--- src/core/vtpc_pkg.sv ---
// Constants shared by the test pattern control block and its bench.
// Assumes a 32-bit AHB-Lite bus with one register per aligned word.
package vtpc_pkg;
  // Register indices; the byte address is four times the index.
  localparam logic [7:0] IDX_MON_PWR = 8'h63;
  localparam logic [7:0] IDX_PG_CTL = 8'h64;
  localparam logic [7:0] IDX_PG_CFG = 8'h65;
  localparam logic [7:0] IDX_RED = 8'h70;
  localparam logic [7:0] IDX_GRN = 8'h71;
  localparam logic [7:0] IDX_BLU = 8'h72;
  localparam logic [7:0] IDX_DWELL = 8'h73;
  localparam logic [7:0] IDX_STATUS = 8'h74;
  localparam int ADDR_HI = 9;
  localparam int ADDR_LO = 2;
  // Reset values.
  localparam logic [7:0] RST_MON_PWR = 8'h00;
  localparam logic [7:0] RST_PG_CTL = 8'h10;
  localparam logic [1:0] RST_PG_CFG = 2'h0;
  localparam logic [7:0] RST_LEVEL = 8'h00;
  localparam logic [7:0] RST_DWELL = 8'h01;
  // Field positions.
  localparam int PWDN_BIT = 0;
  localparam int SEL_HI = 7;
  localparam int SEL_LO = 4;
  localparam int COMPL_BIT = 3;
  localparam int BARS_BIT = 2;
  localparam int QFLIP_BIT = 1;
  localparam int GEN_BIT = 0;
  localparam int INV_BIT = 1;
  localparam int AUTO_BIT = 0;
  // Pattern selection codes.
  localparam logic [3:0] CODE_WHITE = 4'h1;
  localparam logic [3:0] CODE_BLACK = 4'h2;
  localparam logic [3:0] CODE_RED = 4'h3;
  localparam logic [3:0] CODE_GREEN = 4'h4;
  localparam logic [3:0] CODE_BLUE = 4'h5;
  localparam logic [3:0] CODE_HGRAY = 4'h6;
  localparam logic [3:0] CODE_HRED = 4'h7;
  localparam logic [3:0] CODE_HGRN = 4'h8;
  localparam logic [3:0] CODE_HBLU = 4'h9;
  localparam logic [3:0] CODE_VGRAY = 4'ha;
  localparam logic [3:0] CODE_VRED = 4'hb;
  localparam logic [3:0] CODE_VGRN = 4'hc;
  localparam logic [3:0] CODE_VBLU = 4'hd;
  localparam logic [3:0] CODE_CUSTOM = 4'he;
  // Slot of the auto-advance sequence that shows the quadrant pattern.
  localparam logic [3:0] CODE_QUAD = 4'hf;
  localparam logic [3:0] CODE_FIRST = 4'h1;
  // Colours as {red, green, blue}.
  localparam logic [23:0] COL_WHITE = 24'hff_ffff;
  localparam logic [23:0] COL_BLACK = 24'h00_0000;
  localparam logic [23:0] COL_RED = 24'hff_0000;
  localparam logic [23:0] COL_GREEN = 24'h00_ff00;
  localparam logic [23:0] COL_BLUE = 24'h00_00ff;
  localparam logic [23:0] COL_YELLOW = 24'hff_ff00;
  localparam logic [23:0] COL_CYAN = 24'h00_ffff;
  localparam logic [23:0] COL_MAGENTA = 24'hff_00ff;
  // Element 0 is the leftmost bar or the top-left quadrant.
  localparam logic [7:0][23:0] BAR_COLORS = {COL_BLACK, COL_BLUE,
    COL_RED, COL_MAGENTA, COL_GREEN, COL_CYAN, COL_YELLOW, COL_WHITE};
  localparam logic [3:0][23:0] QUAD_NORM = {COL_RED, COL_BLUE,
    COL_CYAN, COL_YELLOW};
  localparam logic [3:0][23:0] QUAD_FLIP = {COL_RED, COL_YELLOW,
    COL_CYAN, COL_BLUE};
  // Scaling of gradients and bars.
  localparam int LEVELS = 256;
  localparam int BARS = 8;
  localparam int FRAC = 16;
  // Bus encodings.
  localparam logic [1:0] HTRANS_NONSEQ = 2'h2;
  localparam logic [2:0] HSIZE_WORD = 3'h2;
  localparam logic HRESP_OKAY = 1'b0;
endpackage : vtpc_pkg

--- src/core/vtpc_core.sv ---
// Test pattern control: registers, pattern selection and pixel output.
// Assumes one AHB-Lite master, video timing on the same clock, and a
// display path that may stall through out_ready.
//
// Implementation choice: register access over AHB-Lite.
module vtpc_core #(
  parameter int H_ACTIVE = 1024,
  parameter int V_ACTIVE = 768,
  parameter int CNT_W = 12,
  parameter int FIFO_DEPTH = 8
)
(
  // Clock and reset
  input wire logic clk,
  input wire logic sys_rst,
  // AHB-Lite slave
  input wire logic hsel,
  input wire logic [31:0] haddr,
  input wire logic [1:0] htrans,
  input wire logic hwrite,
  input wire logic [2:0] hsize,
  input wire logic [31:0] hwdata,
  input wire logic hready,
  output logic hreadyout,
  output logic hresp,
  output logic [31:0] hrdata,
  // Recovered video
  input wire logic vid_de,
  input wire logic vid_vs,
  input wire logic [23:0] vid_rgb,
  output logic vid_ready,
  // Video toward the display
  output logic out_valid,
  input wire logic out_ready,
  output logic [23:0] out_rgb,
  output logic out_sof,
  // Loop-through monitor transmitter
  output logic monitor_driver_powerdown
);
  localparam logic [39:0] H_GRAD =
    40'((vtpc_pkg::LEVELS << vtpc_pkg::FRAC) / H_ACTIVE);
  localparam logic [39:0] V_GRAD =
    40'((vtpc_pkg::LEVELS << vtpc_pkg::FRAC) / V_ACTIVE);
  localparam logic [39:0] H_BAR =
    40'((vtpc_pkg::BARS << vtpc_pkg::FRAC) / H_ACTIVE);
  localparam logic [CNT_W-1:0] H_HALF = CNT_W'(H_ACTIVE / 2);
  localparam logic [CNT_W-1:0] V_HALF = CNT_W'(V_ACTIVE / 2);
  localparam int LV = vtpc_pkg::FRAC;

  // Gray codes along idle, read wait, read out.
  typedef enum logic [1:0] {
    BUS_IDLE = 2'b00,
    BUS_RDW = 2'b01,
    BUS_RDO = 2'b11,
    BUS_WR = 2'b10
  } vtpc_bus_t;

  typedef struct packed {
    vtpc_bus_t st;
    logic [7:0] addr;
    logic wr_ok;
    logic [31:0] rdata;
    logic pwdn;
    logic [7:0] ctl;
    logic [1:0] cfg;
    logic [7:0] red;
    logic [7:0] grn;
    logic [7:0] blu;
    logic [7:0] dwell;
    logic [CNT_W-1:0] h;
    logic [CNT_W-1:0] v;
    logic de_q;
    logic vs_q;
    logic sof_pend;
    logic [3:0] seq;
    logic [7:0] fcnt;
    logic pix_vld;
    logic [23:0] pix;
    logic pix_sof;
  } vtpc_state_t;

  vtpc_state_t q;
  vtpc_state_t d;
  logic take;
  logic acc;
  logic frame_tick;
  logic fifo_in_ready;
  logic [24:0] fifo_out;
  logic gen;
  logic compl;
  logic bars;
  logic auto_on;
  logic inv;
  logic [3:0] sel;
  logic [3:0] code;
  logic [39:0] hprod;
  logic [39:0] vprod;
  logic [39:0] bprod;
  logic [7:0] hl;
  logic [7:0] vl;
  logic [2:0] bar;
  logic [1:0] quad;
  logic [23:0] pix_c;

  assign gen = q.ctl[vtpc_pkg::GEN_BIT];
  assign compl = q.ctl[vtpc_pkg::COMPL_BIT];
  assign bars = q.ctl[vtpc_pkg::BARS_BIT];
  assign sel = q.ctl[vtpc_pkg::SEL_HI:vtpc_pkg::SEL_LO];
  assign auto_on = q.cfg[vtpc_pkg::AUTO_BIT];
  assign inv = q.cfg[vtpc_pkg::INV_BIT];
  assign code = auto_on ? q.seq : sel;

  // Multiplying by a reciprocal avoids a divider in the pixel path.
  assign hprod = 40'(q.h) * H_GRAD;
  assign vprod = 40'(q.v) * V_GRAD;
  assign bprod = 40'(q.h) * H_BAR;
  assign hl = hprod[LV+7:LV];
  assign vl = vprod[LV+7:LV];
  assign bar = bprod[LV+2:LV];
  assign quad = {q.v >= V_HALF, q.h >= H_HALF};

  function automatic logic [23:0] code_color(input logic [3:0] c,
    input logic [7:0] h, input logic [7:0] v, input logic [23:0] cust);
    logic [23:0] r;
    r = vtpc_pkg::COL_BLACK;
    case (c)
      vtpc_pkg::CODE_WHITE: r = vtpc_pkg::COL_WHITE;
      vtpc_pkg::CODE_BLACK: r = vtpc_pkg::COL_BLACK;
      vtpc_pkg::CODE_RED: r = vtpc_pkg::COL_RED;
      vtpc_pkg::CODE_GREEN: r = vtpc_pkg::COL_GREEN;
      vtpc_pkg::CODE_BLUE: r = vtpc_pkg::COL_BLUE;
      vtpc_pkg::CODE_HGRAY: r = {h, h, h};
      vtpc_pkg::CODE_HRED: r = {h, 16'h0000};
      vtpc_pkg::CODE_HGRN: r = {8'h00, h, 8'h00};
      vtpc_pkg::CODE_HBLU: r = {16'h0000, h};
      vtpc_pkg::CODE_VGRAY: r = {v, v, v};
      vtpc_pkg::CODE_VRED: r = {v, 16'h0000};
      vtpc_pkg::CODE_VGRN: r = {8'h00, v, 8'h00};
      vtpc_pkg::CODE_VBLU: r = {16'h0000, v};
      vtpc_pkg::CODE_CUSTOM: r = cust;
      // Reserved codes show black rather than stale data.
      default: r = vtpc_pkg::COL_BLACK;
    endcase
    return r;
  endfunction : code_color

  always_comb
  begin
    pix_c = vid_rgb;
    if (gen)
    begin
      if (compl)
        pix_c = (q.h[0] ^ q.v[0]) ? vtpc_pkg::COL_WHITE
                                  : vtpc_pkg::COL_BLACK;
      else if (bars)
        pix_c = vtpc_pkg::BAR_COLORS[bar];
      else if (auto_on && q.seq == vtpc_pkg::CODE_QUAD)
        pix_c = q.ctl[vtpc_pkg::QFLIP_BIT] ? vtpc_pkg::QUAD_FLIP[quad]
                                           : vtpc_pkg::QUAD_NORM[quad];
      else
        pix_c = code_color(code, hl, vl, {q.red, q.grn, q.blu});
      if (inv)
        pix_c = ~pix_c;
    end
  end

  assign take = hsel && htrans == vtpc_pkg::HTRANS_NONSEQ && hready;
  assign vid_ready = !q.pix_vld || fifo_in_ready;
  assign acc = vid_de && vid_ready;
  assign frame_tick = vid_vs && !q.vs_q;

  always_comb
  begin
    d = q;
    // Register writes commit in the data phase of the transfer.
    if (q.st == BUS_WR && q.wr_ok)
    begin
      case (q.addr)
        vtpc_pkg::IDX_MON_PWR: d.pwdn = hwdata[vtpc_pkg::PWDN_BIT];
        vtpc_pkg::IDX_PG_CTL: d.ctl = hwdata[7:0];
        vtpc_pkg::IDX_PG_CFG: d.cfg = hwdata[1:0];
        vtpc_pkg::IDX_RED: d.red = hwdata[7:0];
        vtpc_pkg::IDX_GRN: d.grn = hwdata[7:0];
        vtpc_pkg::IDX_BLU: d.blu = hwdata[7:0];
        vtpc_pkg::IDX_DWELL: d.dwell = hwdata[7:0];
        default: d.wr_ok = 1'b0;
      endcase
    end
    if (q.st == BUS_RDW)
    begin
      case (q.addr)
        vtpc_pkg::IDX_MON_PWR: d.rdata = 32'(q.pwdn);
        vtpc_pkg::IDX_PG_CTL: d.rdata = 32'(q.ctl);
        vtpc_pkg::IDX_PG_CFG: d.rdata = 32'(q.cfg);
        vtpc_pkg::IDX_RED: d.rdata = 32'(q.red);
        vtpc_pkg::IDX_GRN: d.rdata = 32'(q.grn);
        vtpc_pkg::IDX_BLU: d.rdata = 32'(q.blu);
        vtpc_pkg::IDX_DWELL: d.rdata = 32'(q.dwell);
        vtpc_pkg::IDX_STATUS: d.rdata = 32'({gen, q.seq});
        default: d.rdata = '0;
      endcase
      d.st = BUS_RDO;
    end
    else if (take)
    begin
      d.addr = haddr[vtpc_pkg::ADDR_HI:vtpc_pkg::ADDR_LO];
      d.wr_ok = hsize == vtpc_pkg::HSIZE_WORD;
      d.st = hwrite ? BUS_WR : BUS_RDW;
    end
    else
      d.st = BUS_IDLE;

    // Pixel position within the active region.
    d.vs_q = vid_vs;
    d.de_q = vid_de;
    if (frame_tick)
    begin
      d.h = '0;
      d.v = '0;
    end
    else if (q.de_q && !vid_de)
    begin
      d.h = '0;
      d.v = q.v + 1'b1;
    end
    else if (acc)
      d.h = q.h + 1'b1;

    // A dwell of zero advances on every frame.
    if (auto_on && frame_tick)
    begin
      if (9'(q.fcnt) + 9'h001 >= 9'(q.dwell))
      begin
        d.fcnt = '0;
        d.seq = (q.seq == vtpc_pkg::CODE_QUAD) ? vtpc_pkg::CODE_FIRST
                                               : q.seq + 1'b1;
      end
      else
        d.fcnt = q.fcnt + 1'b1;
    end
    else if (!auto_on)
      d.fcnt = '0;

    // Output stage; a held pixel stalls the source through vid_ready.
    if (fifo_in_ready)
      d.pix_vld = 1'b0;
    if (acc)
    begin
      d.pix_vld = 1'b1;
      d.pix = pix_c;
      d.pix_sof = q.sof_pend;
      d.sof_pend = 1'b0;
    end
    if (frame_tick)
      d.sof_pend = 1'b1;
  end

  always_ff @(posedge clk or posedge sys_rst)
  begin
    if (sys_rst)
    begin
      q <= '0;
      q.st <= BUS_IDLE;
      q.pwdn <= vtpc_pkg::RST_MON_PWR[vtpc_pkg::PWDN_BIT];
      q.ctl <= vtpc_pkg::RST_PG_CTL;
      q.cfg <= vtpc_pkg::RST_PG_CFG;
      q.red <= vtpc_pkg::RST_LEVEL;
      q.grn <= vtpc_pkg::RST_LEVEL;
      q.blu <= vtpc_pkg::RST_LEVEL;
      q.dwell <= vtpc_pkg::RST_DWELL;
      q.seq <= vtpc_pkg::CODE_FIRST;
    end
    else
      q <= d;
  end

  vtpc_fifo #(
    .W(25),
    .DEPTH(FIFO_DEPTH)
  ) u_fifo (
    .clk(clk),
    .sys_rst(sys_rst),
    .in_valid(q.pix_vld),
    .in_ready(fifo_in_ready),
    .in_data({q.pix_sof, q.pix}),
    .out_valid(out_valid),
    .out_ready(out_ready),
    .out_data(fifo_out)
  );

  assign out_rgb = fifo_out[23:0];
  assign out_sof = fifo_out[24];
  assign hreadyout = q.st != BUS_RDW;
  assign hresp = vtpc_pkg::HRESP_OKAY;
  assign hrdata = q.rdata;
  assign monitor_driver_powerdown = q.pwdn;
endmodule : vtpc_core

--- src/core/vtpc_fifo.sv ---
// Synchronous FIFO with valid and ready on both sides.
// Assumes one clock and an asynchronous active-high reset.
module vtpc_fifo #(
  parameter int W = 25,
  parameter int DEPTH = 8
)
(
  // Clock and reset
  input wire logic clk,
  input wire logic sys_rst,
  // Fill side
  input wire logic in_valid,
  output logic in_ready,
  input wire logic [W-1:0] in_data,
  // Drain side
  output logic out_valid,
  input wire logic out_ready,
  output logic [W-1:0] out_data
);
  localparam int PW = $clog2(DEPTH);
  localparam int CW = $clog2(DEPTH + 1);
  localparam logic [CW-1:0] FULL = CW'(DEPTH);
  localparam logic [PW-1:0] LAST = PW'(DEPTH - 1);

  typedef struct packed {
    logic [DEPTH-1:0][W-1:0] mem;
    logic [PW-1:0] wp;
    logic [PW-1:0] rp;
    logic [CW-1:0] cnt;
  } vtpc_fifo_t;

  vtpc_fifo_t q;
  vtpc_fifo_t d;
  logic push;
  logic pop;

  assign in_ready = q.cnt != FULL;
  assign out_valid = q.cnt != '0;
  assign out_data = q.mem[q.rp];
  assign push = in_valid && in_ready;
  assign pop = out_valid && out_ready;

  always_comb
  begin
    d = q;
    if (push)
    begin
      d.mem[q.wp] = in_data;
      d.wp = (q.wp == LAST) ? '0 : q.wp + 1'b1;
    end
    if (pop)
      d.rp = (q.rp == LAST) ? '0 : q.rp + 1'b1;
    if (push && !pop)
      d.cnt = q.cnt + 1'b1;
    else if (pop && !push)
      d.cnt = q.cnt - 1'b1;
  end

  always_ff @(posedge clk or posedge sys_rst)
  begin
    if (sys_rst)
      q <= '0;
    else
      q <= d;
  end
endmodule : vtpc_fifo

--- config.mk ---
export PLATFORM = sky130hd
export DESIGN_NAME = vtpc_core
export DESIGN_NICKNAME = d
export VERILOG_FILES = /design/src/core/vtpc_pkg.sv /design/src/core/vtpc_core.sv /design/src/core/vtpc_fifo.sv
export SDC_FILE = /design/constraint.sdc
export NUM_CORES = 1
export LEC_CHECK = 0
export BUFFER_PORTS_ARGS = -buffer_cell sky130_fd_sc_hd__buf_2
export CORE_UTILIZATION = 40
export CTS_CLUSTER_DIAMETER = 120
export CTS_CLUSTER_SIZE = 30
export DETAILED_ROUTE_END_ITERATION = 8
export PLACE_DENSITY = 0.67
export REMOVE_ABC_BUFFERS = 1
export SLEW_MARGIN = 10
export SYNTH_ARGS = -nofsm -noshare
export SYNTH_HDL_FRONTEND = slang
export SYNTH_SLANG_ARGS = --single-unit
--- constraint.sdc ---
create_clock -name clk -period 15.3 [get_ports clk]
set_input_delay 1.53 -clock clk [delete_from_list [all_inputs] [get_ports clk]]
set_output_delay 1.53 -clock clk [all_outputs]
set_load 0.01 [all_outputs]
==> out/qor.yml, run 1 <==
postCtsSetupBuffers: 0
io_pins: 163
maxSlewViolCount: 0
setup_tns_ns: 0
dp_cells: 2198
synth_area_um2: 19040
drt-pass1-iter-count: 7
cts_max_level: 1
cp-end-kind: "flop"
holdBufCountCts: 0
grt_pass1_vias: 12430
die_w_um: 220.2
grt_pass1_wl_mm: 70.57
grt_busiest_layer: "met2"
critPathLaunchType: "flop"
grt_max_degree: 127
rrSetupSlack_ns: 9.40
core_region_area_um2: 46750
path_clk_slew_ns: 0.12
vias: 12280
async_flop_share: 1.000
synthCells: 1564
drt_iter0_drc: 1024
min_period_over_period: 0.3857
die-area_um2: 48470
status: "complete, but fails checks"
final_cell_count_no_fill: 2223
clk_latency_ns: 0.55
clockBufferDepth: 3
yosys.area.top_type: "dfrtp_1"
cts_buffers: 16
post_cts_resized: 0
tightest_slew_ns: 1.127
nets: 1814
synth.area.top_cells: "dfrtp_1 (44%), mux2_2 (16%), mux4_2 (6.5%), ha_1 (4.7%), fa_1 (3.5%)"
critPathArrivalTime_ns: 6.35
violations: "DRC"
critPathKind: "reg2reg"
p_leak_nw: 9.397
synth.distinct_cells: 77
fmax_mhz: 169.5
cts_tree: "done"
finalSetupViolCount: 0
synth_top_area_frac: 0.4390
grt_setup_unrepaired: "false"
std_cell_rows: 79
drc: 20
num-fill-cells: 4235
postRouteAntennaNets: 0
drt-total-wl_mm: 44.38
antenna_found_initial: 1
powerDensity_nw_per_um2: 152.3
port_buffers: 89
vdd_ir_drop_max_v: 0.00009089
hold_viol: 0
crit_fanout: 5
final_cell_mix: "dfrtp_1 (332), mux2_2 (277), nand2_1 (91)"
cts_root_buffer: "clkbuf_16"
avgSynthCellArea_um2: 12.17
drive_above_1_share: 0.3129
slew_headroom: 0.2457
start_util: 0.4072
fin_skew_ns: 0.03966
place_congestion: 0.9056
area_delta_synth_final_pct: 7.314
cap_violations: 0
ys.flop_type: "dfrtp_1"
avgRoutedWirePerCell_um: 19.97
met1_usage: 0.2586
globalRouteMet3Util: 0.01979
gr-total-overflow: 0
grtUsageTotal: 0.1867
layout_commonest_cell: "dfrtp_1"
vias_per_cell: 5.525
die_h_um: 220.2
synth_edf_count: 0
grt_use_met2: 0.3125
dp_hpwl_mm: 30.92
hold_path.class: "reg2reg"
ys_warn_count: 0
seq_area_frac_synth: 0.4431
cp_data_required_time_ns: 15.75
cts.sinks: 337
ys_ff_latch: 337
fin_crit_ns: 5.901
[cells in the mapped netlist (all sizes together), types with 31 or more instances]
master,n
dfrtp,334
mux4,55
nor2,63
fa,33
nand3,32
mux2,281
o21ai,54
nand2,94
buf,71
ha,71
a21oi,61
inv,92
clkbuf,31
[flip-flops by register name (all words and copies together), names as in the netlist]
signal	count
u_fifo.q	210
q	113
hrdata	8
auto_on	1
bars	1
compl	1
gen	1
inv	1
monitor_driver_powerdown	1
[layer usage]
metal  part of all wire  up-vias
li1                   -     5664
met1               0.46     6328
met2               0.48      239
met3              0.037       51
met4              0.027        0
met5                  0        -
[per-stage QoR]
stage,instance area (um2),utilization,worst slack [ns],power (mW),hold WS (ns)
finish,20430,0.4370,9.399,3.111,0.4899
global route,20430,0.4369,9.114,3.312,0.5155
CTS,20430,0.4369,9.384,3.148,0.4930
detailed placement,19920,0.4262,9.448,2.625,0.4633
global placement,19920,0.4262,9.469,2.572,0.4599
floorplan,18560,-,4.437,2.266,0.4395
[worst max-delay path: stages (launching register included)]
cell and delay (ns):
dfrtp_1 0.47, ha_1 0.37, inv_1 0.07, fa_1 0.47, inv_1 0.07, fa_1 0.55
fa_1 0.57, inv_1 0.06, fa_1 0.51, inv_1 0.05, ha_1 0.33, a21oi_1 0.17
o21ai_0 0.19, a21o_1 0.23, o21ai_0 0.49, a21oi_1 0.27, a221oi_2 0.42, xnor2_1 0.26
mux2i_1 0.13, o21ai_1 0.12
[power by group]
part	switching [mW]	internal [mW]	total, mW
registers	0.236	1.18	1.42
logic	0.499	0.675	1.17
clock network	0.304	0.214	0.518
total	1.04	2.07	3.11
[final cells by class]
class / count / area, um2 / area share
well taps: 607 / 759.5 / 0.03717
inverters: 92 / 352.8 / 0.01727
diodes: 2 / 5.005 / 0.0002449
clock inverters: 3 / 66.31 / 0.003246
repair buffers: 105 / 565.5 / 0.02768
flip-flops and latches: 337 / 8442 / 0.4132
clock buffers: 20 / 436.7 / 0.02137
multi-input cells: 1057 / 9804 / 0.4799
[cells by family after synthesis]
logic type      synth area share
mux                       0.2462
flops                     0.4431
simple gates             0.08484
compound gates           0.07551
buf+inv                  0.04810
fa+ha+maj                0.08136
xor+xnor                 0.02070
other cells            0.0001970
[final timing paths]
kind / startpoint / end / cells past startpoint
setup / recovery: q[49] / q[11] / 19
hold / removal: hrdata[0] / hrdata[0] / 1
setup reg to reg: q[49] / q[11] / 19
hold reg to reg: hrdata[0] / hrdata[0] / 1
max in group asynchronous: sys_rst / u_fifo.q[130] / 3
min in group asynchronous: sys_rst / q[40] / 2
(Power assumes the default switching activity.)
==> inputs of run 2 (changes only) <==
--- a/config.mk
+++ b/config.mk
@@ -10,7 +10,7 @@
 export CTS_CLUSTER_DIAMETER = 120
 export CTS_CLUSTER_SIZE = 30
 export DETAILED_ROUTE_END_ITERATION = 8
-export PLACE_DENSITY = 0.67
+export PLACE_DENSITY = 0.69
 export REMOVE_ABC_BUFFERS = 1
 export SLEW_MARGIN = 10
 export SYNTH_ARGS = -nofsm -noshare
==> constraint.sdc (replaced) <==
create_clock -name clk -period 4.8 [get_ports clk]
set_input_delay 0.48 -clock clk [delete_from_list [all_inputs] [get_ports clk]]
set_output_delay 0.48 -clock clk [all_outputs]
set_load 0.01 [all_outputs]
==> out/qor.yml, run 2 (synthesized netlist as in run 1, its figures left out) <==
avgRoutedWirePerCell_um: 20.13  # was 19.97 um
setup_tns_ns: -1.353  # was 0 ns
tightest_slew_ns: 0.9355  # was 1.127 ns
p_leak_nw: 9.734  # was 9.397 nW
die-area_um2: 48470  # unchanged
die_w_um: 220.2  # unchanged
regArea_um2: 8443  # was 8442 um2
nets: 1872  # was 1814
fmax_mhz: 201.5  # was 169.5 MHz
grt_setup_unrepaired: "true"  # was false
status: "complete, but fails checks"  # unchanged
vdd_ir_drop_max_v: 0.0002416  # was 0.00009089 V
num-fill-cells: 4233  # was 4235
port_buffers: 89  # unchanged
largest_reg_flops: 210  # unchanged
powerDensity_nw_per_um2: 467.6  # was 152.3 nW/um2
path_clk_slew_ns: 0.11  # was 0.12 ns
final_cell_count_no_fill: 2278  # was 2223
fin_crit_ns: 4.963  # was 5.901 ns
io_pins: 163  # unchanged
postRouteAntennaNets: 0  # unchanged
drt_iter0_drc: 1014  # was 1024
maxSlewViolCount: 0  # unchanged
gr-total-overflow: 0  # unchanged
violations: "DRC, setup timing"  # was DRC
drt-pass1-iter-count: 7  # unchanged
holdBufCountCts: 0  # unchanged
vias_per_cell: 5.554  # was 5.525
drc: 8  # was 20
finish.instance_area_um2: 21220  # was 20430 um2
critPathKind: "reg2reg"  # unchanged
clk_latency_ns: 0.53  # was 0.55 ns
drive_above_1_share: 0.3770  # was 0.3129
placed_area_um2: 20360  # was 19920 um2
vias: 12650  # was 12280
antenna_found_initial: 0  # was 1
grtUsageTotal: 0.1908  # was 0.1867
area_delta_synth_final_pct: 11.47  # was 7.314%
min_period_over_period: 1.034  # was 0.3857
dp_hpwl_mm: 31.80  # was 30.92 mm
hold_viol: 0  # unchanged
critPathLaunchType: "flop"  # unchanged
grt_pass1_vias: 13020  # was 12430
cp_data_required_time_ns: 5.26  # was 15.75 ns
clockBufferDepth: 3  # unchanged
drt-total-wl_mm: 45.86  # was 44.38 mm
dp_cells: 2252  # was 2198
p_total_mw: 9.923  # was 3.111 mW
cts_tree: "done"  # unchanged
insertedDiodeCount: 0  # was 2
core_region_area_um2: 46750  # unchanged
layout_commonest_cell: "dfrtp_1"  # unchanged
fin_ws_ns: -0.1634  # was 9.399 ns
multi_input_area_um2: 10200  # was 9804 um2
whs_ns: 0.06213  # was 0.4899 ns
final_cell_mix: "dfrtp_1 (331), mux2_2 (276), buf_2 (89)"  # was dfrtp_1 (332), mux2_2 (277), nand2_1 (91)
slew_headroom: 0.3741  # was 0.2457
cts_root_buffer: "clkbuf_16"  # unchanged
std_cell_rows: 79  # unchanged
regMostFlops: "u_fifo.q"  # unchanged
cts.sinks: 337  # unchanged
grt_max_degree: 131  # was 127
cp-end-kind: "flop"  # unchanged
grt_pass1_wl_mm: 72.68  # was 70.57 mm
hold_path.class: "in2async"  # was reg2reg
cap_violations: 0  # unchanged
fin_skew_ns: 0.03393  # was 0.03966 ns
cts_buffers: 15  # was 16
place_congestion: 0.8932  # was 0.9056
start_util: 0.4072  # unchanged
critPathArrivalTime_ns: 5.43  # was 6.35 ns
crit_fanout: 4  # was 5
die_h_um: 220.2  # unchanged
finalSetupViolCount: 16  # was 0
cts_max_level: 1  # unchanged
run 2: cell count changes in the layout (fill, tap and decap cells not counted), sizes merged:
cell    before  now
buf        105  164
clkbuf      20   18
diode        2    0
clkinv       2    1
inv         93   94
run 2: per-layer routing:
metal | share of wire | up-vias | GRT usage
li1 | - | 5781 | -
met1 | 0.45 | 6518 | 0.2630
met2 | 0.49 | 292 | 0.3224
met3 | 0.039 | 62 | 0.02117
met4 | 0.024 | 0 | 0.04437
met5 | 0 | - | 0
run 2: final cells by class:
cell class                      count  share of cell area
Multi-Input combinational cell   1057              0.4805
Sequential cell                   337              0.3978
Timing Repair Buffer              164             0.04940
Tap cell                          607             0.03579
Clock buffer                       18             0.01822
Inverter                           92             0.01663
Clock inverter                      3            0.001592
run 2: worst paths after layout:
kind	startpoint	end	slack, ns	depth (start not counted)
max in group asynchronous	sys_rst	u_fifo.q[57]	3.54	3
min	sys_rst	u_fifo.q[0]	0.06	2
min reg2reg	hrdata[2]	hrdata[2]	0.49	2
max	q[47]	q[22]	-0.16	19
min in group clk	vid_vs	q[39]	0.07	1
max reg2reg	q[47]	q[22]	-0.16	19
run 2: through the flow:
step                utilization  setup slack, ns
global placement         0.4354          -0.4302
floorplan                     -           -5.013
detailed placement       0.4354          -0.4715
finish                   0.4539          -0.1634
global route             0.4539          -0.3045
CTS                      0.4510         -0.09642
run 2: repair_timing:
action | in CTS | in global routing
gates cloned | 0 | 0
pin swaps | 26 | 20
setup buffers | 4 | 3
endpoints found under the setup margin | 24 | 24
gates resized for setup | 56 | 30
run 2: where the power goes:
group          internal [mW]  total [mW]  switching, mW
clock network          0.597        1.51          0.916
logic                   2.22        3.83           1.62
registers               3.77        4.57          0.804
run 2: critical path, cell delays in order, from the launching register on:
cell and delay (ns):
dfrtp_1 0.39, ha_1 0.31, inv_2 0.04, fa_1 0.49, inv_2 0.05, fa_2 0.57
inv_2 0.06, fa_1 0.49, fa_1 0.51, inv_2 0.05, ha_4 0.29, and4_4 0.27
and2_4 0.15, a22oi_2 0.05, a31oi_2 0.20, a21oi_2 0.10, xnor2_2 0.23, a31oi_2 0.16
or4_1 0.43, nand3_1 0.09
